==> src/elt_cfg.svh <==
// Overview of operation
// - 16-bit up/down counter, compare and capture registers
// - eight selectable count clock sources
// - compare match drives pin low/high/toggle
// - capture on rising, falling or both edges
// - pwm period and duty from general registers
// - phase counting counts up or down
// - overflow, underflow, match, capture interrupt sources
// - clear on match a sets period
// - software may write the counter directly
// - event operation: start, count, or capture
// - event sets count_run; ignored when already set
// - event counting overrides prescaler, counts exactly
// - event capture copies counter into register b
// - compare match a goes out as event
// - counter and registers accessed as 16-bit words
`ifndef ELT_CFG_SVH
`define ELT_CFG_SVH

`define ELT_WIDTH 16
`define ELT_COUNT_RESET 16'h0000
`define ELT_COUNT_MAX 16'hffff
`define ELT_GRA_RESET 16'hffff
`define ELT_GRB_RESET 16'hffff

// clock_prescale_select codes
`define ELT_CLK_DIV1 3'h0
`define ELT_CLK_DIV2 3'h1
`define ELT_CLK_DIV4 3'h2
`define ELT_CLK_DIV8 3'h3
`define ELT_CLK_DIV32 3'h4
`define ELT_CLK_DIV40 3'h5
`define ELT_CLK_EXTA 3'h6
`define ELT_CLK_EXTB 3'h7
`define ELT_DIV40_LAST 6'h27

// io_action codes; bit 2 selects capture
`define ELT_IO_CAPTURE_BIT 2
`define ELT_IO_OFF 3'h0
`define ELT_IO_LOW 3'h1
`define ELT_IO_HIGH 3'h2
`define ELT_IO_TOGGLE 3'h3
`define ELT_IO_CAP_RISE 2'h0
`define ELT_IO_CAP_FALL 2'h1

`endif

==> src/elt_pkg.sv <==
package elt_pkg;

   typedef enum logic [1:0] {
      ELT_MODE_TIMER,
      ELT_MODE_PWM,
      ELT_MODE_PHASE,
      ELT_MODE_RSVD
   } elt_mode_t;

   typedef enum logic [1:0] {
      ELT_EVOP_NONE,
      ELT_EVOP_START,
      ELT_EVOP_COUNT,
      ELT_EVOP_CAPTURE
   } elt_evop_t;

endpackage

==> src/elt_prescale.sv <==
`timescale 1ns/1ps
`include "elt_cfg.svh"

module elt_prescale (
   // clock and reset
   input wire logic core_clk_i,
   input wire logic sys_rst_i,
   // selection
   input wire logic [2:0] clock_prescale_select_i,
   // external clocks
   input wire logic external_clock_a_i,
   input wire logic external_clock_b_i,
   // count enable
   output logic tick_o
);

   logic [4:0] div_cnt;
   logic [5:0] div40_cnt;
   logic ext_a_q;
   logic ext_b_q;
   logic next_tick;

   always_ff @(posedge core_clk_i) begin
      if (sys_rst_i) begin
         div_cnt <= 5'h00;
      end else begin
         div_cnt <= div_cnt + 5'h01;
      end
   end

   always_ff @(posedge core_clk_i) begin
      if (sys_rst_i) begin
         div40_cnt <= 6'h00;
      end else if (div40_cnt == `ELT_DIV40_LAST) begin
         div40_cnt <= 6'h00;
      end else begin
         div40_cnt <= div40_cnt + 6'h01;
      end
   end

   always_ff @(posedge core_clk_i) begin
      if (sys_rst_i) begin
         ext_a_q <= 1'b0;
         ext_b_q <= 1'b0;
      end else begin
         ext_a_q <= external_clock_a_i;
         ext_b_q <= external_clock_b_i;
      end
   end

   // one enable pulse per divided period or external rising edge
   always_comb begin
      case (clock_prescale_select_i)
         `ELT_CLK_DIV1: next_tick = 1'b1;
         `ELT_CLK_DIV2: next_tick = div_cnt[0];
         `ELT_CLK_DIV4: next_tick = &div_cnt[1:0];
         `ELT_CLK_DIV8: next_tick = &div_cnt[2:0];
         `ELT_CLK_DIV32: next_tick = &div_cnt;
         `ELT_CLK_DIV40: next_tick = (div40_cnt == `ELT_DIV40_LAST);
         `ELT_CLK_EXTA: next_tick = external_clock_a_i & ~ext_a_q;
         default: next_tick = external_clock_b_i & ~ext_b_q;
      endcase
   end

   always_ff @(posedge core_clk_i) begin
      if (sys_rst_i) begin
         tick_o <= 1'b0;
      end else begin
         tick_o <= next_tick;
      end
   end

endmodule

==> src/elt_timer.sv <==
`timescale 1ns/1ps
`include "elt_cfg.svh"

module elt_timer (
   // clock and reset
   input wire logic core_clk_i,
   input wire logic sys_rst_i,
   // configuration
   input wire logic [1:0] mode_i,
   input wire logic [2:0] clock_prescale_select_i,
   input wire logic clear_on_match_a_i,
   input wire logic [2:0] io_action_a_i,
   input wire logic [2:0] io_action_b_i,
   input wire logic [1:0] event_op_select_i,
   // software access
   input wire logic count_run_wr_i,
   input wire logic count_run_data_i,
   input wire logic count_wr_i,
   input wire logic compare_a_wr_i,
   input wire logic capture_b_wr_i,
   input wire logic [15:0] wr_data_i,
   // event link
   input wire logic event_i,
   // pins
   input wire logic external_clock_a_i,
   input wire logic external_clock_b_i,
   input wire logic capture_a_pin_i,
   input wire logic capture_b_pin_i,
   // status and registers
   output logic count_run_o,
   output logic [15:0] timer_count_o,
   output logic [15:0] general_compare_a_o,
   output logic [15:0] general_capture_b_o,
   // pin outputs
   output logic compare_a_pin_o,
   output logic compare_a_oe_o,
   output logic compare_b_pin_o,
   output logic compare_b_oe_o,
   // events and interrupts
   output logic event_match_a_o,
   output logic irq_overflow_o,
   output logic irq_underflow_o,
   output logic irq_match_a_o,
   output logic irq_match_b_o,
   output logic irq_capture_o
);

   // selected edge of a capture input
   function automatic logic cap_edge(input logic cur, input logic prev,
                                     input logic [1:0] sel);
      logic rise;
      logic fall;
      rise = cur & ~prev;
      fall = ~cur & prev;
      case (sel)
         `ELT_IO_CAP_RISE: cap_edge = rise;
         `ELT_IO_CAP_FALL: cap_edge = fall;
         default: cap_edge = rise | fall;
      endcase
   endfunction

   // pin level after a compare match
   function automatic logic match_action(input logic [2:0] act, input logic cur);
      case (act)
         `ELT_IO_LOW: match_action = 1'b0;
         `ELT_IO_HIGH: match_action = 1'b1;
         `ELT_IO_TOGGLE: match_action = ~cur;
         default: match_action = cur;
      endcase
   endfunction

   // channel set to capture while in timer mode
   function automatic logic chan_captures(input elt_pkg::elt_mode_t md, input logic [2:0] act);
      chan_captures = (md == elt_pkg::ELT_MODE_TIMER) & act[`ELT_IO_CAPTURE_BIT];
   endfunction

   // pin driven by a compare action
   function automatic logic chan_drives(input logic [2:0] act);
      chan_drives = ~act[`ELT_IO_CAPTURE_BIT] & (act != `ELT_IO_OFF);
   endfunction

   elt_pkg::elt_mode_t mode;
   elt_pkg::elt_evop_t evop;

   logic presc_tick;
   logic ext_a_q;
   logic ext_b_q;
   logic cap_a_q;
   logic cap_b_q;
   logic step;
   logic up;
   logic run_step;
   logic match_a;
   logic match_b;
   logic clear_a;
   logic overflow;
   logic underflow;
   logic a_cap_mode;
   logic b_cap_mode;
   logic pin_cap_a;
   logic pin_cap_b;
   logic ev_cap_b;
   logic phase_a_chg;
   logic phase_b_chg;
   logic [15:0] next_count;

   assign mode = elt_pkg::elt_mode_t'(mode_i);
   assign evop = elt_pkg::elt_evop_t'(event_op_select_i);
   assign a_cap_mode = chan_captures(mode, io_action_a_i);
   assign b_cap_mode = chan_captures(mode, io_action_b_i);

   elt_prescale u_prescale (
      .core_clk_i(core_clk_i),
      .sys_rst_i(sys_rst_i),
      .clock_prescale_select_i(clock_prescale_select_i),
      .external_clock_a_i(external_clock_a_i),
      .external_clock_b_i(external_clock_b_i),
      .tick_o(presc_tick)
   );

   // previous external clock levels for phase detection
   always_ff @(posedge core_clk_i) begin
      if (sys_rst_i) begin
         ext_a_q <= 1'b0;
         ext_b_q <= 1'b0;
      end else begin
         ext_a_q <= external_clock_a_i;
         ext_b_q <= external_clock_b_i;
      end
   end

   // previous capture pin levels for edge detection
   always_ff @(posedge core_clk_i) begin
      if (sys_rst_i) begin
         cap_a_q <= 1'b0;
         cap_b_q <= 1'b0;
      end else begin
         cap_a_q <= capture_a_pin_i;
         cap_b_q <= capture_b_pin_i;
      end
   end

   assign phase_a_chg = external_clock_a_i ^ ext_a_q;
   assign phase_b_chg = external_clock_b_i ^ ext_b_q;

   // count step source and direction
   always_comb begin
      if (mode == elt_pkg::ELT_MODE_PHASE) begin
         step = phase_a_chg ^ phase_b_chg;
         up = external_clock_a_i ^ ext_b_q;
      end else if (evop == elt_pkg::ELT_EVOP_COUNT) begin
         step = event_i;
         up = 1'b1;
      end else begin
         step = presc_tick;
         up = 1'b1;
      end
   end

   assign run_step = count_run_o & step;
   assign match_a = run_step & (timer_count_o == general_compare_a_o)
                    & ~a_cap_mode;
   assign match_b = run_step & (timer_count_o == general_capture_b_o)
                    & ~b_cap_mode;
   assign clear_a = match_a & up & ((mode == elt_pkg::ELT_MODE_PWM)
                    | (mode == elt_pkg::ELT_MODE_TIMER & clear_on_match_a_i));
   assign overflow = run_step & up & ~clear_a
                     & (timer_count_o == `ELT_COUNT_MAX);
   assign underflow = run_step & ~up
                      & (timer_count_o == `ELT_COUNT_RESET);

   // capture sources
   assign pin_cap_a = a_cap_mode
                      & cap_edge(capture_a_pin_i, cap_a_q, io_action_a_i[1:0]);
   assign pin_cap_b = b_cap_mode
                      & cap_edge(capture_b_pin_i, cap_b_q, io_action_b_i[1:0]);
   assign ev_cap_b = (evop == elt_pkg::ELT_EVOP_CAPTURE) & event_i;

   // counter next value; a software write wins over counting
   always_comb begin
      if (count_wr_i) begin
         next_count = wr_data_i;
      end else if (clear_a) begin
         next_count = `ELT_COUNT_RESET;
      end else if (run_step & up) begin
         next_count = timer_count_o + 16'h0001;
      end else if (run_step) begin
         next_count = timer_count_o - 16'h0001;
      end else begin
         next_count = timer_count_o;
      end
   end

   always_ff @(posedge core_clk_i) begin
      if (sys_rst_i) begin
         timer_count_o <= `ELT_COUNT_RESET;
      end else begin
         timer_count_o <= next_count;
      end
   end

   // run bit: an event start only acts while the bit is clear
   always_ff @(posedge core_clk_i) begin
      if (sys_rst_i) begin
         count_run_o <= 1'b0;
      end else if (evop == elt_pkg::ELT_EVOP_START & event_i & ~count_run_o) begin
         count_run_o <= 1'b1;
      end else if (count_run_wr_i) begin
         count_run_o <= count_run_data_i;
      end
   end

   // register a: compare value or pin capture
   always_ff @(posedge core_clk_i) begin
      if (sys_rst_i) begin
         general_compare_a_o <= `ELT_GRA_RESET;
      end else if (pin_cap_a) begin
         general_compare_a_o <= timer_count_o;
      end else if (compare_a_wr_i) begin
         general_compare_a_o <= wr_data_i;
      end
   end

   // register b: compare value, pin or event capture
   always_ff @(posedge core_clk_i) begin
      if (sys_rst_i) begin
         general_capture_b_o <= `ELT_GRB_RESET;
      end else if (ev_cap_b | pin_cap_b) begin
         general_capture_b_o <= timer_count_o;
      end else if (capture_b_wr_i) begin
         general_capture_b_o <= wr_data_i;
      end
   end

   // pin a drive enable
   always_ff @(posedge core_clk_i) begin
      if (sys_rst_i) begin
         compare_a_oe_o <= 1'b0;
      end else if (mode == elt_pkg::ELT_MODE_PWM) begin
         compare_a_oe_o <= 1'b1;
      end else if (mode == elt_pkg::ELT_MODE_TIMER) begin
         compare_a_oe_o <= chan_drives(io_action_a_i);
      end else begin
         compare_a_oe_o <= 1'b0;
      end
   end

   // pin a level: pwm waveform or compare action
   always_ff @(posedge core_clk_i) begin
      if (sys_rst_i) begin
         compare_a_pin_o <= 1'b0;
      end else if (mode == elt_pkg::ELT_MODE_PWM) begin
         if (match_a) begin
            compare_a_pin_o <= 1'b1;
         end else if (match_b) begin
            compare_a_pin_o <= 1'b0;
         end
      end else if ((mode == elt_pkg::ELT_MODE_TIMER) & match_a) begin
         compare_a_pin_o <= match_action(io_action_a_i, compare_a_pin_o);
      end
   end

   // pin b drive enable, timer mode only
   always_ff @(posedge core_clk_i) begin
      if (sys_rst_i) begin
         compare_b_oe_o <= 1'b0;
      end else if (mode == elt_pkg::ELT_MODE_TIMER) begin
         compare_b_oe_o <= chan_drives(io_action_b_i);
      end else begin
         compare_b_oe_o <= 1'b0;
      end
   end

   // pin b level: compare action in timer mode only
   always_ff @(posedge core_clk_i) begin
      if (sys_rst_i) begin
         compare_b_pin_o <= 1'b0;
      end else if ((mode == elt_pkg::ELT_MODE_TIMER) & match_b) begin
         compare_b_pin_o <= match_action(io_action_b_i, compare_b_pin_o);
      end
   end

   // one-cycle event and interrupt pulses
   always_ff @(posedge core_clk_i) begin
      if (sys_rst_i) begin
         event_match_a_o <= 1'b0;
         irq_match_a_o <= 1'b0;
      end else begin
         event_match_a_o <= match_a;
         irq_match_a_o <= match_a;
      end
   end

   always_ff @(posedge core_clk_i) begin
      if (sys_rst_i) begin
         irq_overflow_o <= 1'b0;
         irq_underflow_o <= 1'b0;
         irq_match_b_o <= 1'b0;
         irq_capture_o <= 1'b0;
      end else begin
         irq_overflow_o <= overflow;
         irq_underflow_o <= underflow;
         irq_match_b_o <= match_b;
         irq_capture_o <= pin_cap_a | pin_cap_b | ev_cap_b;
      end
   end

endmodule

==> config.mk <==
export PLATFORM = sky130hd
export DESIGN_NAME = elt_timer
export DESIGN_NICKNAME = d
export VERILOG_FILES = /design/src/elt_pkg.sv /design/src/elt_prescale.sv /design/src/elt_timer.sv
export VERILOG_INCLUDE_DIRS = /design/src
export SDC_FILE = /design/constraint.sdc
export NUM_CORES = 1
export LEC_CHECK = 0
export ABC_AREA = 1
export BUFFER_PORTS_ARGS = -buffer_cell sky130_fd_sc_hd__buf_2
export CAP_MARGIN = 10
export CORE_MARGIN = 2
export CORE_UTILIZATION = 51
export CTS_CLUSTER_SIZE = 40
export DETAILED_ROUTE_END_ITERATION = 16
export PLACE_DENSITY = 0.77
export SLEW_MARGIN = 20
export SYNTH_ARGS = -nofsm -noshare
export SYNTH_HDL_FRONTEND = slang
export SYNTH_SLANG_ARGS = --single-unit
==> constraint.sdc <==
create_clock -name core_clk_i -period 2.7 [get_ports core_clk_i]
set_input_delay 0.135 -clock core_clk_i [delete_from_list [all_inputs] [get_ports core_clk_i]]
set_output_delay 0.135 -clock core_clk_i [all_outputs]
set_load 0.01 [all_outputs]
## Word-level counts from Yosys, hierarchy flattened

Cells that the tools add are included.

| operators by class | value |
|---|---|
| $add $sub $neg | 4 |
| equal/unequal tests | 24 |
| multiplexer cells | 24 |
| bitwise gates (word level) | 56 |
| reduce and logical (&&, ||, !) cells | 21 |

Operator list:

| kind | count |
|---|---|
| 16-bit two-way mux | 8 |
| 16-bit equality test | 2 |
| 1-bit bitwise AND | 30 |
| 3-bit by 2-bit equality test with 1-bit output, second input constant | 6 |
| 16-bit by 1-bit adder with 16-bit output, second input constant | 1 |
| 16-bit equality test, second input constant | 1 |
| 16-bit logical NOT | 1 |
| 1-bit NOT | 16 |
| 16-bit by 1-bit subtractor with 16-bit output, second input constant | 1 |
| 1-bit two-way mux | 11 |
| 3-bit by 1-bit equality test with 1-bit output, second input constant | 3 |
| 3-bit equality test, second input constant | 3 |
| 3-bit nonzero test | 3 |
| 2-bit by 1-bit equality test with 1-bit output, second input constant | 4 |
| 2-bit nonzero test | 4 |
| 4-bit nonzero test | 2 |
| 1-bit one-hot mux with 7 select lines | 1 |
| 6-bit by 1-bit adder with 6-bit output, second input constant | 1 |
| 2-bit equality test, second input constant | 3 |
| 6-bit equality test, second input constant | 1 |
| 2-bit logical NOT | 3 |
| 1-bit OR | 6 |
| 1-bit one-hot mux with 3 select lines | 2 |
| 3-bit AND reduction | 2 |
| 8 further kinds | 14 |

| storage, ports and cells | value |
|---|---|
| bits in registers | 74 |
| bits of input ports | 42 |
| output and inout bits | 59 |
| word-level logic and storage cells | 149 |

## Depth between registers and ports, before layout

Gate-level depths: netlist of run 1.

| depth | value |
|---|---|
| depth in word-level cells | 11 |
| depth in mapped cells | 17 |
| mapped depth without buffers | 17 |

## Modules after synthesis

A second synthesis of run 1 with hierarchy kept.

| unflattened totals | value |
|---|---|
| cell total of the unflattened synthesis | 761 |
| area total of the unflattened synthesis | 5157.4 um2 |

By module, submodules not included:

| module | times used | cells an instance | area each (um2) |
|---|---|---|---|
| elt_timer | 1 | 685 | 4561.9 |
| elt_prescale | 1 | 76 | 595.6 |

## Worst setup path after synthesis of run 1

No wires, ideal clock.

| path | value |
|---|---|
| path kind | reg-to-reg |
| from | register, netlist name u_prescale.ext_b_q |
| to | register timer_count_o[11] |
| setup time | 0.118 ns |
| arrival time | 2.760 ns |
| data required time | 2.582 ns |
| slack | -0.178 ns |
| cell stages (with the launch flop) | 17 |
| path buffers | 0 |
| cell sequence | dfxtp_1 -> inv_1 -> ha_1 -> inv_1 -> nand2_1 -> nand3_1 -> nand4_1 -> ha_1 -> or2_2 -> nand3_1 -> nand2_1 -> nand2_1 -> nand2_1 -> nand2_1 -> nand3_1 -> nand3_2 -> a21oi_2 |

RTL lines:

| what | line | text |
|---|---|---|
| end signal, assigned | elt_timer.sv:196 | `` timer_count_o <= `ELT_COUNT_RESET; `` |
| end signal, assigned | elt_timer.sv:198 | `timer_count_o <= next_count;` |
| end, declared | elt_timer.sv:31 | `output logic [15:0] timer_count_o,` |

==> results of run 1 <==
flip-flops by register name, summed over array words and instances, names as in the netlist, 5 cells and up:
name	flops
timer_count_o	16
general_capture_b_o	16
u_prescale.div_cnt	5
general_compare_a_o	16
u_prescale.div40_cnt	6
worst paths after layout:
kind | startpoint | endpoint | cells after the start
setup / recovery | u_prescale.ext_b_q$_SDFF_PP0_ | timer_count_o[13]$_SDFFE_PP0P_ | 16
hold reg to reg | u_prescale.div40_cnt[0]$_SDFF_PP0_ | u_prescale.div40_cnt[0]$_SDFF_PP0_ | 1
hold / removal | capture_b_pin_i | cap_b_q$_SDFF_PP0_ | 3
setup reg to reg | u_prescale.ext_b_q$_SDFF_PP0_ | timer_count_o[13]$_SDFFE_PP0P_ | 16
area by class of cell:
class / instances / area [um^2]
fillers: 990 / 4093
multi-input cells: 590 / 3447
flip-flops and latches: 74 / 1483
repair buffers: 108 / 573.1
inverters: 100 / 385.4
well taps: 136 / 170.2
clock buffers: 11 / 141.4
clock inverters: 5 / 77.57
synthesized netlist by cell type, types with 3 or more instances:
library cell	instances	area share (%)
sky130_fd_sc_hd__buf_4	5	0.69
sky130_fd_sc_hd__o2111ai_2	14	3.9
sky130_fd_sc_hd__clkbuf_1	7	0.48
sky130_fd_sc_hd__nand3_1	65	6.0
sky130_fd_sc_hd__nor2_2	5	0.57
sky130_fd_sc_hd__or2_2	3	0.34
sky130_fd_sc_hd__inv_1	89	6.1
sky130_fd_sc_hd__nand4_1	30	3.4
sky130_fd_sc_hd__nor2_1	66	4.5
sky130_fd_sc_hd__nor3_1	9	0.83
sky130_fd_sc_hd__clkbuf_2	3	0.27
sky130_fd_sc_hd__nor4_1	4	0.46
sky130_fd_sc_hd__nand3b_1	3	0.41
sky130_fd_sc_hd__nand3_2	16	2.9
sky130_fd_sc_hd__nand2_2	3	0.34
sky130_fd_sc_hd__a21oi_2	9	1.4
sky130_fd_sc_hd__nor2_4	4	0.83
sky130_fd_sc_hd__xnor2_1	16	2.6
sky130_fd_sc_hd__nand2_1	210	14
sky130_fd_sc_hd__o21ai_0	26	2.4
sky130_fd_sc_hd__nor2b_1	3	0.34
sky130_fd_sc_hd__inv_2	7	0.48
sky130_fd_sc_hd__a21oi_1	39	3.6
sky130_fd_sc_hd__xor2_1	6	0.96
sky130_fd_sc_hd__o21ai_1	13	1.2
sky130_fd_sc_hd__buf_6	5	1.0
sky130_fd_sc_hd__buf_1	4	0.27
sky130_fd_sc_hd__buf_2	13	1.2
sky130_fd_sc_hd__ha_1	26	6.0
sky130_fd_sc_hd__dfxtp_1	74	27
logic make-up (layout without fill, tap and decap cells):
logic type               count (synthesis)  after routing
buffers and inverters                  138            224
XOR/XNOR                                22             22
flip-flops                              74             74
AO/OA/AOI/OAI                          110            110
AND/OR/NAND/NOR                        431            431
adder cells (fa/ha/maj)                 27             27
power by group:
part           internal, W  total, W  leakage, nW  switching (W)
logic             0.000390   0.00102         2.35       0.000634
clock network     0.000543  0.000973        0.109       0.000430
registers          0.00117   0.00129        0.613       0.000123
total              0.00210   0.00329         3.07        0.00119
layer usage:
layer / GRT usage (%) / vias to the layer above / part of all wire (%)
met1: 36.61 / 2546 / 42
li1: - / 2801 / -
met5: 0 / - / 0
met4: 9.524 / 0 / 2.5
met2: 42.63 / 321 / 44
met3: 5.932 / 43 / 11
metrics by stage:
| stage | setup TNS [ns] | setup WS [ns] |
|---|---|---|
| after floorplan | -0.5109 | -0.09779 |
| after global placement | 0 | 0.2692 |
| after detailed placement | 0 | 0.2359 |
| after CTS | 0 | 0.2006 |
| after global routing | 0 | 0.0009819 |
| final | 0 | 0.1893 |
worst reg2reg max path, cell delays in order (launching register included):
cell and delay [ns]:
sky130_fd_sc_hd__dfxtp_2 0.34, sky130_fd_sc_hd__inv_2 0.05, sky130_fd_sc_hd__ha_4 0.21, sky130_fd_sc_hd__inv_1 0.06
sky130_fd_sc_hd__nand2_1 0.05, sky130_fd_sc_hd__nand3_1 0.07, sky130_fd_sc_hd__nand4_1 0.13, sky130_fd_sc_hd__buf_12 0.21
sky130_fd_sc_hd__ha_1 0.38, sky130_fd_sc_hd__nand2_1 0.13, sky130_fd_sc_hd__nor2_1 0.10, sky130_fd_sc_hd__inv_1 0.07
sky130_fd_sc_hd__nor3_1 0.17, sky130_fd_sc_hd__nand2_1 0.13, sky130_fd_sc_hd__nand3b_1 0.10, sky130_fd_sc_hd__nand4_1 0.11
sky130_fd_sc_hd__a21oi_2 0.15
what timing repair did:
action / 4_1_cts / 5_1_grt
gates resized for setup: 0 / 5
setup buffers: 0 / 1
setup endpoints to repair: 0 / 3
==> impl_metrics.xml, run 1 <==
<?xml version="1.0" encoding="UTF-8"?>
<metrics>
  <group name="critical_path">
    <metric name="count_of_buffer_and_inverter_cells_on_the_critical_path" unit="">4</metric>
    <metric name="reg2reg_setup_slack" unit="ns">0.19</metric>
    <metric name="crit_family" unit="">simple AND/OR/NAND/NOR gates</metric>
    <metric name="worstPathCellList" unit="">inv_2 &gt; ha_4 &gt; inv_1 &gt; nand2_1 &gt; nand3_1 &gt; nand4_1 &gt; buf_12 &gt; ha_1 &gt; nand2_1 &gt; nor2_1 &gt; inv_1 &gt; nor3_1 &gt; nand2_1 &gt; nand3b_1 &gt; nand4_1 &gt; a21oi_2</metric>
    <metric name="timing_worst_setup_path_type" unit="">reg -&gt; reg</metric>
    <metric name="crit_path_max_incr_delay" unit="ns">0.37</metric>
    <metric name="critical_path.endpoint_type" unit="">register</metric>
    <metric name="worst_path_arrival_time" unit="ns">2.80</metric>
    <metric name="critical-path-slowest-cell" unit="">sky130_fd_sc_hd__ha_1</metric>
    <metric name="critical_path_required" unit="ns">2.99</metric>
    <metric name="setup.worst_path.start_class" unit="">register</metric>
    <metric name="worst-path-max-fanout" unit="">19</metric>
    <metric name="cpMostUsedCell" unit="">sky130_fd_sc_hd__nand2_1</metric>
  </group>
  <group name="clock_tree">
    <metric name="htreeDepth" unit="">3</metric>
    <metric name="cts-root-to-sink-buffers" unit="">2</metric>
    <metric name="cts_num_sinks" unit="">74</metric>
    <metric name="cts_hold_repair.buffers" unit="">0</metric>
    <metric name="cts-root-buf" unit="">sky130_fd_sc_hd__clkbuf_8</metric>
    <metric name="numCtsBuffers" unit="">9</metric>
    <metric name="worstSkewPairLatency" unit="ns">0.35</metric>
    <metric name="tritoncts_clock_tree" unit="">done</metric>
    <metric name="worst_setup_hold_path_clk_slew" unit="ns">0.08</metric>
  </group>
  <group name="synthesis">
    <metric name="syn_area" unit="um^2">5459</metric>
    <metric name="synth-compound-area-share" unit="%">13.91</metric>
    <metric name="post_synth_xor_area_fraction" unit="%">3.530</metric>
    <metric name="post_synth_edffs" unit="">0</metric>
    <metric name="synthCells" unit="">802</metric>
    <metric name="ys.flop_type" unit="">sky130_fd_sc_hd__dfxtp_1</metric>
    <metric name="post_synth_fa_ha_maj_area_fraction" unit="%">6.326</metric>
    <metric name="dominant_combinational_cell_family_by_area_after_synthesis" unit="">simple AND/OR/NAND/NOR gates</metric>
    <metric name="ys_seq_elements" unit="">74</metric>
    <metric name="syn-num-nets" unit="">871</metric>
    <metric name="synthesized_area_fraction_occupied_by_and_or_nand_nor_cells" unit="%">37.82</metric>
    <metric name="netlist-cell-type-count" unit="">49</metric>
    <metric name="yosysSeqAreaShare" unit="%">27.14</metric>
    <metric name="syn-mean-instance-area" unit="um^2">6.807</metric>
    <metric name="synth-warning-count" unit="">0</metric>
    <metric name="asyncSetResetFlopFracSynth" unit="%">0</metric>
    <metric name="post_synth_mux_area_share" unit="%">0</metric>
  </group>
  <group name="timing">
    <metric name="rsz0062_at_grt" unit="">false</metric>
    <metric name="layout_worst_path_cycle_share" unit="%">92.99</metric>
    <metric name="setup_viol" unit="">0</metric>
    <metric name="tightest_slew" unit="ns">0.7388</metric>
    <metric name="final-hold-violation-count" unit="">0</metric>
    <metric name="final.setup_skew" unit="ns">0.01118</metric>
    <metric name="fmax" unit="MHz">398.3</metric>
    <metric name="fin_crit" unit="ns">2.511</metric>
    <metric name="timing.max_slew.rel_slack" unit="%">50.69</metric>
    <metric name="hold_ws" unit="ns">0.02408</metric>
    <metric name="finalMaxSlewViolations" unit="">0</metric>
  </group>
  <group name="route">
    <metric name="drtIter0Drc" unit="">659</metric>
    <metric name="route.detailed.vias_per_inst" unit="">5.577</metric>
    <metric name="route.detailed.drc" unit="">0</metric>
    <metric name="postRouteWirelength" unit="um">15830</metric>
    <metric name="wire_per_inst" unit="um">15.46</metric>
    <metric name="postRouteAntennaNets" unit="">0</metric>
    <metric name="vias" unit="">5711</metric>
    <metric name="drt_pass1_iterations" unit="">6</metric>
  </group>
  <group name="global_route">
    <metric name="grt_util_all_layers" unit="%">27.09</metric>
    <metric name="grt-ovfl-total" unit="">0</metric>
    <metric name="grt_start_max_net_pins" unit="">28</metric>
    <metric name="first_pass_grt_wire_length" unit="um">24700</metric>
    <metric name="number_of_antenna_violations_at_the_first_check_in_global_routing" unit="">0</metric>
    <metric name="grt_pass1_vias" unit="">4935</metric>
  </group>
  <group name="cells_and_area">
    <metric name="layout-drive-gt1-share" unit="%">23.65</metric>
    <metric name="final_design_area_no_fill" unit="um^2">6277</metric>
    <metric name="diodes" unit="">0</metric>
    <metric name="layout.nets" unit="">952</metric>
    <metric name="finish.cell_count_without_fillers" unit="">1024</metric>
    <metric name="layout_commonest_cell" unit="">sky130_fd_sc_hd__nand2_1</metric>
    <metric name="post_layout_util" unit="%">60.53</metric>
    <metric name="layout_common_cells" unit="">sky130_fd_sc_hd__nand2_1, sky130_fd_sc_hd__buf_2, sky130_fd_sc_hd__inv_1, sky130_fd_sc_hd__dfxtp_1, sky130_fd_sc_hd__nor2_1</metric>
    <metric name="syn2layout_area_growth" unit="%">14.99</metric>
  </group>
  <group name="floorplanning">
    <metric name="chipHeight" unit="um">107.5</metric>
    <metric name="dieWidth" unit="um">107.5</metric>
    <metric name="io_pins" unit="">101</metric>
    <metric name="core_region_area" unit="um^2">10370</metric>
    <metric name="die_area" unit="um^2">11550</metric>
    <metric name="floorplan.rows" unit="">37</metric>
    <metric name="start_util" unit="%">52.64</metric>
  </group>
  <group name="pwr">
    <metric name="ir_worst_vdd" unit="mV">0.3007</metric>
    <metric name="powerDensity" unit="nW/um^2">524.0</metric>
    <metric name="design_power_total" unit="W">0.003289</metric>
    <metric name="power.leakage" unit="nW">3.074</metric>
  </group>
  <group name="place">
    <metric name="numPortBuffers" unit="">100</metric>
    <metric name="globalplace.congestion" unit="">0.9426</metric>
    <metric name="detailedPlacementHpwl" unit="um">11830</metric>
    <metric name="placed_cells_incl_taps" unit="">1007</metric>
    <metric name="dpl_cell_area" unit="um^2">6027</metric>
  </group>
  <group name="outcome">
    <metric name="status" unit="">finished clean</metric>
  </group>
  <group name="hold_path">
    <metric name="worstHoldPathType" unit="">in -&gt; reg</metric>
  </group>
  <group name="flow_run">
    <metric name="maxCapViolCount" unit="">0</metric>
  </group>
</metrics>
Power figures use the tool's default switching activity.
==> inputs of run 2 (changes only) <==
HOLD_SLACK_MARGIN = 0.1   (was default)
PLACE_DENSITY = 0.74   (was 0.77)
==> run 2 against run 1 <==
Via count grew 3.1%. Sequential power is essentially flat. Power grew 2.5%. Die area is the same. Core utilization grew 4.8 points. Final cell count grew 3.2%. Maximum frequency shrank 2.5%. Global-route usage grew 1.4 points. Sequential cell count is the same. Hold slack gained 0.099 ns. Clock power shrank 3.2%. Largest power group unchanged. Highest routed layer unchanged.
==> impl_metrics.xml, run 2 (synthesized netlist as in run 1, its figures left out) <==
<?xml version="1.0" encoding="UTF-8"?>
<metrics>
  <group name="floorplanning">
    <metric name="dieWidth" unit="um">107.5</metric>
    <metric name="floorplan.rows" unit="">37</metric>
    <metric name="chipHeight" unit="um">107.5</metric>
    <metric name="io_pins" unit="">101</metric>
    <metric name="core_region_area" unit="um^2">10370</metric>
    <metric name="start_util" unit="%">52.64</metric>
    <metric name="die_area" unit="um^2">11550</metric>
  </group>
  <group name="critical_path">
    <metric name="setup.worst_path.start_class" unit="">primary input</metric>
    <metric name="timing_worst_setup_path_type" unit="">in -&gt; reg</metric>
    <metric name="worst-path-max-fanout" unit="">9</metric>
    <metric name="worstPathCellList" unit="">dlygate4sd3_1 &gt; buf_2 &gt; ha_4 &gt; inv_1 &gt; nand2_1 &gt; nand3_1 &gt; nand4_1 &gt; buf_4 &gt; clkbuf_16 &gt; fa_2 &gt; nand2_1 &gt; o21ai_2 &gt; nand2_1 &gt; nand2_1 &gt; nand2_1 &gt; nand2_1 &gt; nand2_1 &gt; nand4_1 &gt; a21oi_1</metric>
    <metric name="crit_path_max_incr_delay" unit="ns">0.53</metric>
    <metric name="worst_path_arrival_time" unit="ns">2.87</metric>
    <metric name="count_of_buffer_and_inverter_cells_on_the_critical_path" unit="">5</metric>
    <metric name="reg2reg_setup_slack" unit="ns">0.21</metric>
    <metric name="rr_worst_depth" unit="">18</metric>
    <metric name="crit_family" unit="">buffers and inverters</metric>
    <metric name="critical_path_required" unit="ns">2.99</metric>
    <metric name="critical_path.endpoint_type" unit="">register</metric>
    <metric name="reg2reg_from" unit="">u_prescale.ext_b_q$_SDFF_PP0_</metric>
    <metric name="reg2reg_to" unit="">timer_count_o[14]$_SDFFE_PP0P_</metric>
    <metric name="cpMostUsedCell" unit="">sky130_fd_sc_hd__nand2_1</metric>
    <metric name="critical-path-slowest-cell" unit="">sky130_fd_sc_hd__dlygate4sd3_1</metric>
  </group>
  <group name="clock_tree">
    <metric name="numCtsBuffers" unit="">9</metric>
    <metric name="cts-root-to-sink-buffers" unit="">2</metric>
    <metric name="htreeDepth" unit="">3</metric>
    <metric name="worst_setup_hold_path_clk_slew" unit="ns">0.09</metric>
    <metric name="cts-root-buf" unit="">sky130_fd_sc_hd__clkbuf_8</metric>
    <metric name="cts_num_sinks" unit="">74</metric>
    <metric name="tritoncts_clock_tree" unit="">done</metric>
    <metric name="worstSkewPairLatency" unit="ns">0.37</metric>
  </group>
  <group name="global_route">
    <metric name="first_pass_grt_wire_length" unit="um">25980</metric>
    <metric name="grt-ovfl-total" unit="">0</metric>
    <metric name="number_of_antenna_violations_at_the_first_check_in_global_routing" unit="">0</metric>
    <metric name="gr-usage-met1" unit="%">38.42</metric>
    <metric name="grt_start_max_net_pins" unit="">34</metric>
    <metric name="busiest_layer" unit="">met2</metric>
    <metric name="grt_pass1_vias" unit="">5288</metric>
    <metric name="grt_util_all_layers" unit="%">28.46</metric>
    <metric name="met3_routing_resource_usage_after_global_routing" unit="%">4.782</metric>
    <metric name="grtUsageMet2" unit="%">46.52</metric>
  </group>
  <group name="pwr">
    <metric name="power.leakage" unit="nW">3.235</metric>
    <metric name="ir_worst_vdd" unit="mV">0.2518</metric>
    <metric name="design_power_total" unit="W">0.003371</metric>
    <metric name="powerDensity" unit="nW/um^2">497.9</metric>
  </group>
  <group name="timing">
    <metric name="final.setup_skew" unit="ns">0.01526</metric>
    <metric name="tightest_slew" unit="ns">0.6978</metric>
    <metric name="setup_viol" unit="">0</metric>
    <metric name="fmax" unit="MHz">388.2</metric>
    <metric name="layout_worst_path_cycle_share" unit="%">95.39</metric>
    <metric name="fin_crit" unit="ns">2.576</metric>
    <metric name="timing.max_slew.rel_slack" unit="%">53.43</metric>
    <metric name="final-hold-violation-count" unit="">0</metric>
    <metric name="finalMaxSlewViolations" unit="">0</metric>
  </group>
  <group name="route">
    <metric name="drt_pass1_iterations" unit="">9</metric>
    <metric name="route.detailed.drc" unit="">0</metric>
    <metric name="postRouteWirelength" unit="um">16780</metric>
    <metric name="vias" unit="">5888</metric>
    <metric name="postRouteAntennaNets" unit="">0</metric>
    <metric name="wire_per_inst" unit="um">15.87</metric>
    <metric name="drtIter0Drc" unit="">498</metric>
    <metric name="route.detailed.vias_per_inst" unit="">5.570</metric>
  </group>
  <group name="flow_run">
    <metric name="maxCapViolCount" unit="">0</metric>
  </group>
  <group name="place">
    <metric name="numPortBuffers" unit="">100</metric>
    <metric name="detailedPlacementHpwl" unit="um">12010</metric>
    <metric name="globalplace.congestion" unit="">0.9494</metric>
    <metric name="dpl_cell_area" unit="um^2">6035</metric>
  </group>
  <group name="cells_and_area">
    <metric name="diodes" unit="">0</metric>
    <metric name="fill_cells" unit="">937</metric>
    <metric name="layout_commonest_cell" unit="">sky130_fd_sc_hd__nand2_1</metric>
    <metric name="layout-drive-gt1-share" unit="%">25.84</metric>
    <metric name="layout.nets" unit="">985</metric>
    <metric name="layout_common_cells" unit="">sky130_fd_sc_hd__nand2_1, sky130_fd_sc_hd__buf_2, sky130_fd_sc_hd__inv_1, sky130_fd_sc_hd__dfxtp_1, sky130_fd_sc_hd__nor2_1</metric>
    <metric name="final_design_area_no_fill" unit="um^2">6771</metric>
    <metric name="syn2layout_area_growth" unit="%">24.04</metric>
    <metric name="reg.largest.list" unit="">general_capture_b_o: 16 flops, general_compare_a_o: 16 flops, timer_count_o: 16 flops</metric>
  </group>
  <group name="hold_path">
    <metric name="worstHoldPathType" unit="">in -&gt; reg</metric>
    <metric name="number_of_cells_on_the_worst_hold_path" unit="">3</metric>
    <metric name="hold_path.startpoint" unit="">io_action_b_i[2]</metric>
    <metric name="worst_hold_path.endpoint" unit="">compare_b_oe_o$_SDFF_PP0_</metric>
  </group>
  <group name="outcome">
    <metric name="status" unit="">finished clean</metric>
  </group>
</metrics>
==> run 2: changes by cell type in the layout (fill, tap and decap cells not counted), sizes merged <==
| cell | previous run | this run |
|---|---|---|
| buf | 108 | 112 |
| bufinv | 2 | 1 |
| clkbuf | 11 | 10 |
| clkinv | 3 | 2 |
| dlygate4sd3 | 0 | 28 |
| inv | 99 | 103 |
==> run 2: how the worst max path moves through the flow <==
stage                                       start                              to  slack [ns]  cells after the start
floorplan           u_prescale.ext_b_q$_SDFF_PP0_  timer_count_o[11]$_SDFFE_PP0P_        -0.1                     17
global placement    u_prescale.ext_b_q$_SDFF_PP0_  timer_count_o[14]$_SDFFE_PP0P_        0.28                     17
detailed placement  u_prescale.ext_b_q$_SDFF_PP0_  timer_count_o[14]$_SDFFE_PP0P_        0.23                     17
CTS                            external_clock_a_i  timer_count_o[11]$_SDFFE_PP0P_        0.12                     19
global route                   external_clock_b_i  timer_count_o[13]$_SDFFE_PP0P_       -0.08                     18
finish                         external_clock_b_i  timer_count_o[14]$_SDFFE_PP0P_        0.12                     19
==> run 2: final cells by class <==
class	count	area, um^2	area share (%)
Multi-Input combinational cell	590	3617	53.42
Sequential cell	74	1483	21.90
Timing Repair Buffer	141	908.4	13.41
Inverter	100	385.4	5.691
Tap cell	136	170.2	2.513
Clock buffer	9	123.9	1.829
Clock inverter	7	83.83	1.238
==> run 2: metal layers <==
metal	vias to the layer above	share of wire, %
li1	2867	-
met1	2680	44
met2	293	46
met3	48	7.5
met4	0	2.8
met5	-	0
==> run 2: tightest hold or removal path, delay by kind of cell <==
kind,cells,cell delay [ns]
buf+inv,1,0.10
simple gates,2,0.20
==> run 2: report_power, final <==
part	internal (W)	total, W	switching [W]
Combinational	0.000462	0.00113	0.000669
Clock	0.000445	0.000942	0.000497
Sequential	0.00117	0.00130	0.000129
==> run 2: what timing repair did <==
action / in CTS / in global routing
hold buffers: 28 / 0
hold endpoints to repair: 48 / 0
setup buffers: 0 / 4
setup endpoints to repair: 0 / 10
gates resized for setup: 0 / 35
==> run 2: per-stage QoR <==
| step | util (%) | setup TNS, ns | setup WS [ns] | hold slack [ns] | instances |
|---|---|---|---|---|---|
| floorplan | - | -0.5109 | -0.09779 | 0.2346 | 802 |
| finish | 65.30 | 0 | 0.1243 | 0.1227 | 1057 |
| global placement | 58.19 | 0 | 0.2803 | 0.3794 | 1008 |
| CTS | 62.90 | 0 | 0.1217 | 0.1193 | 1052 |
| detailed placement | 58.19 | 0 | 0.2271 | 0.3875 | 1008 |
| global route | 65.30 | -0.2003 | -0.07812 | 0.1469 | 1057 |
==> inputs of run 3 (changes only) <==
PLACE_DENSITY = 0.73   (was 0.74)
==> run 3 against run 2 <==
Global-route usage up 0.44 points. Register-to-register slack got worse by 0.04 ns. Final cell count down 0.28%. Highest routed layer unchanged. Core utilization shrank 0.19 points. Largest cell class unchanged. Combinational power about the same.
==> impl_metrics.xml, run 3 (synthesized netlist as in run 1, its figures left out) <==
<?xml version="1.0" encoding="UTF-8"?>
<metrics>
  <group name="outcome">
    <metric name="status" unit="">finished clean</metric>
  </group>
  <group name="cells_and_area">
    <metric name="layout.nets" unit="">982</metric>
    <metric name="syn2layout_area_growth" unit="%">23.68</metric>
    <metric name="layout-drive-gt1-share" unit="%">26.03</metric>
    <metric name="diodes" unit="">0</metric>
    <metric name="fill_cells" unit="">937</metric>
    <metric name="reg.largest.list" unit="">general_capture_b_o: 16 flops, general_compare_a_o: 16 flops, timer_count_o: 16 flops</metric>
    <metric name="finish.cell_count_without_fillers" unit="">1054</metric>
    <metric name="layout_common_cells" unit="">sky130_fd_sc_hd__nand2_1, sky130_fd_sc_hd__buf_2, sky130_fd_sc_hd__inv_1, sky130_fd_sc_hd__dfxtp_1, sky130_fd_sc_hd__nor2_1</metric>
    <metric name="layout_commonest_cell" unit="">sky130_fd_sc_hd__nand2_1</metric>
  </group>
  <group name="route">
    <metric name="route.detailed.drc" unit="">0</metric>
    <metric name="vias" unit="">5823</metric>
    <metric name="postRouteAntennaNets" unit="">0</metric>
    <metric name="postRouteWirelength" unit="um">16900</metric>
    <metric name="drt_pass1_iterations" unit="">7</metric>
    <metric name="route.detailed.vias_per_inst" unit="">5.525</metric>
    <metric name="wire_per_inst" unit="um">16.04</metric>
    <metric name="drtIter0Drc" unit="">461</metric>
  </group>
  <group name="critical_path">
    <metric name="critical_path_cell_count" unit="">18</metric>
    <metric name="worst_path_arrival_time" unit="ns">2.90</metric>
    <metric name="worst-path-max-fanout" unit="">9</metric>
    <metric name="reg2reg_setup_slack" unit="ns">0.17</metric>
    <metric name="critical_path_required" unit="ns">2.99</metric>
    <metric name="crit_path_max_incr_delay" unit="ns">0.53</metric>
    <metric name="crit_family" unit="">buffers and inverters</metric>
    <metric name="critical_path.endpoint_type" unit="">register</metric>
    <metric name="timing_worst_setup_path_type" unit="">in -&gt; reg</metric>
    <metric name="setup.worst_path.start_class" unit="">primary input</metric>
    <metric name="count_of_buffer_and_inverter_cells_on_the_critical_path" unit="">5</metric>
    <metric name="worstPathCellList" unit="">dlygate4sd3_1 &gt; buf_2 &gt; ha_4 &gt; inv_2 &gt; nand2_1 &gt; nand3_1 &gt; nand4_1 &gt; buf_6 &gt; clkbuf_16 &gt; ha_4 &gt; or2_2 &gt; nand3_1 &gt; nand2_2 &gt; nand2_1 &gt; nand2_1 &gt; nand3_1 &gt; nand4_1 &gt; a21oi_1</metric>
    <metric name="rr_worst_depth" unit="">16</metric>
    <metric name="critical-path-slowest-cell" unit="">sky130_fd_sc_hd__dlygate4sd3_1</metric>
  </group>
  <group name="clock_tree">
    <metric name="worst_setup_hold_path_clk_slew" unit="ns">0.08</metric>
    <metric name="cts_num_sinks" unit="">74</metric>
    <metric name="tritoncts_clock_tree" unit="">done</metric>
    <metric name="numCtsBuffers" unit="">9</metric>
    <metric name="htreeDepth" unit="">3</metric>
    <metric name="cts-root-buf" unit="">sky130_fd_sc_hd__clkbuf_8</metric>
    <metric name="worstSkewPairLatency" unit="ns">0.36</metric>
    <metric name="cts-root-to-sink-buffers" unit="">2</metric>
  </group>
  <group name="place">
    <metric name="globalplace.congestion" unit="">0.9483</metric>
    <metric name="detailedPlacementHpwl" unit="um">12340</metric>
    <metric name="placed_cells_incl_taps" unit="">1006</metric>
    <metric name="numPortBuffers" unit="">100</metric>
  </group>
  <group name="timing">
    <metric name="tightest_slew" unit="ns">0.6940</metric>
    <metric name="fin_crit" unit="ns">2.612</metric>
    <metric name="timing.max_slew.rel_slack" unit="%">53.69</metric>
    <metric name="final-hold-violation-count" unit="">0</metric>
    <metric name="fmax" unit="MHz">382.9</metric>
    <metric name="setup_viol" unit="">0</metric>
    <metric name="final.setup_skew" unit="ns">0.01052</metric>
    <metric name="layout_worst_path_cycle_share" unit="%">96.73</metric>
    <metric name="finalMaxSlewViolations" unit="">0</metric>
    <metric name="hold_ws" unit="ns">0.1070</metric>
  </group>
  <group name="pwr">
    <metric name="powerDensity" unit="nW/um^2">491.6</metric>
    <metric name="ir_worst_vdd" unit="mV">0.2501</metric>
    <metric name="power.leakage" unit="nW">3.216</metric>
    <metric name="design_power_total" unit="W">0.003319</metric>
  </group>
  <group name="global_route">
    <metric name="first_pass_grt_wire_length" unit="um">26420</metric>
    <metric name="grt-ovfl-total" unit="">0</metric>
    <metric name="grt_start_max_net_pins" unit="">50</metric>
    <metric name="grt_util_all_layers" unit="%">28.90</metric>
    <metric name="grt_pass1_vias" unit="">5350</metric>
    <metric name="number_of_antenna_violations_at_the_first_check_in_global_routing" unit="">0</metric>
  </group>
  <group name="floorplanning">
    <metric name="chipHeight" unit="um">107.5</metric>
    <metric name="floorplan.rows" unit="">37</metric>
    <metric name="io_pins" unit="">101</metric>
    <metric name="die_area" unit="um^2">11550</metric>
    <metric name="dieWidth" unit="um">107.5</metric>
    <metric name="start_util" unit="%">52.64</metric>
    <metric name="core_region_area" unit="um^2">10370</metric>
  </group>
  <group name="hold_path">
    <metric name="number_of_cells_on_the_worst_hold_path" unit="">3</metric>
    <metric name="worstHoldPathType" unit="">in -&gt; reg</metric>
  </group>
  <group name="flow_run">
    <metric name="maxCapViolCount" unit="">0</metric>
  </group>
</metrics>
## run 3: tightest hold or removal path, cell delays in order
cell	delay (ns)
sky130_fd_sc_hd__buf_2	0.11
sky130_fd_sc_hd__nand3b_1	0.14
sky130_fd_sc_hd__nor2_1	0.05
## run 3: layer usage
| layer | GRT usage [%] | wire length, um | vias up | share of wire [%] |
|---|---|---|---|---|
| li1 | - | - | 2860 | - |
| met1 | 37.10 | 7329 | 2675 | 43 |
| met2 | 49.73 | 8051 | 258 | 48 |
| met3 | 4.056 | 1143 | 30 | 6.8 |
| met4 | 9.707 | 378 | 0 | 2.2 |
| met5 | 0 | 0 | - | 0 |
## run 3: per-stage QoR
step | setup TNS [ns] | setup WS [ns] | cell area, um^2 | util [%]
floorplan | -0.5109 | -0.09779 | 5522 | -
global placement | 0 | 0.2341 | 6020 | 58.05
detailed placement | 0 | 0.1612 | 6020 | 58.05
CTS | 0 | 0.02679 | 6485 | 62.54
global route | -0.2092 | -0.05089 | 6751 | 65.11
finish | 0 | 0.08821 | 6751 | 65.11
## run 3: worst paths after layout
check | startpoint | to
worst max-delay path | external_clock_b_i | timer_count_o[15]$_SDFFE_PP0P_
worst min-delay path | io_action_b_i[2] | compare_b_oe_o$_SDFF_PP0_
worst max register to register | u_prescale.ext_b_q$_SDFF_PP0_ | timer_count_o[15]$_SDFFE_PP0P_
worst min register to register | u_prescale.div40_cnt[0]$_SDFF_PP0_ | u_prescale.div40_cnt[0]$_SDFF_PP0_
## run 3: what timing repair did
action                                  CTS  global route
hold buffers                             27             0
endpoints found under the setup margin    0            10
endpoints found under the hold margin    46             0
setup buffers                             0             5
gates resized for setup                   0            42
## run 3: cell type report
| type | count | area [um^2] | share of cell area (%) |
|---|---|---|---|
| timing repair buffer | 138 | 889.6 | 13.18 |
| sequential | 74 | 1483 | 21.96 |
| inverter | 100 | 385.4 | 5.708 |
| clock buffer | 10 | 127.6 | 1.890 |
| multi-input combinational | 590 | 3628 | 53.74 |
| clock inverter | 6 | 67.56 | 1.001 |
| tap | 136 | 170.2 | 2.520 |
## run 3: power by group
group / internal (W) / leakage, nW / switching, W
combinational: 0.000461 / 2.51 / 0.000671
sequential: 0.00117 / 0.613 / 0.000132
clock: 0.000429 / 0.0925 / 0.000457
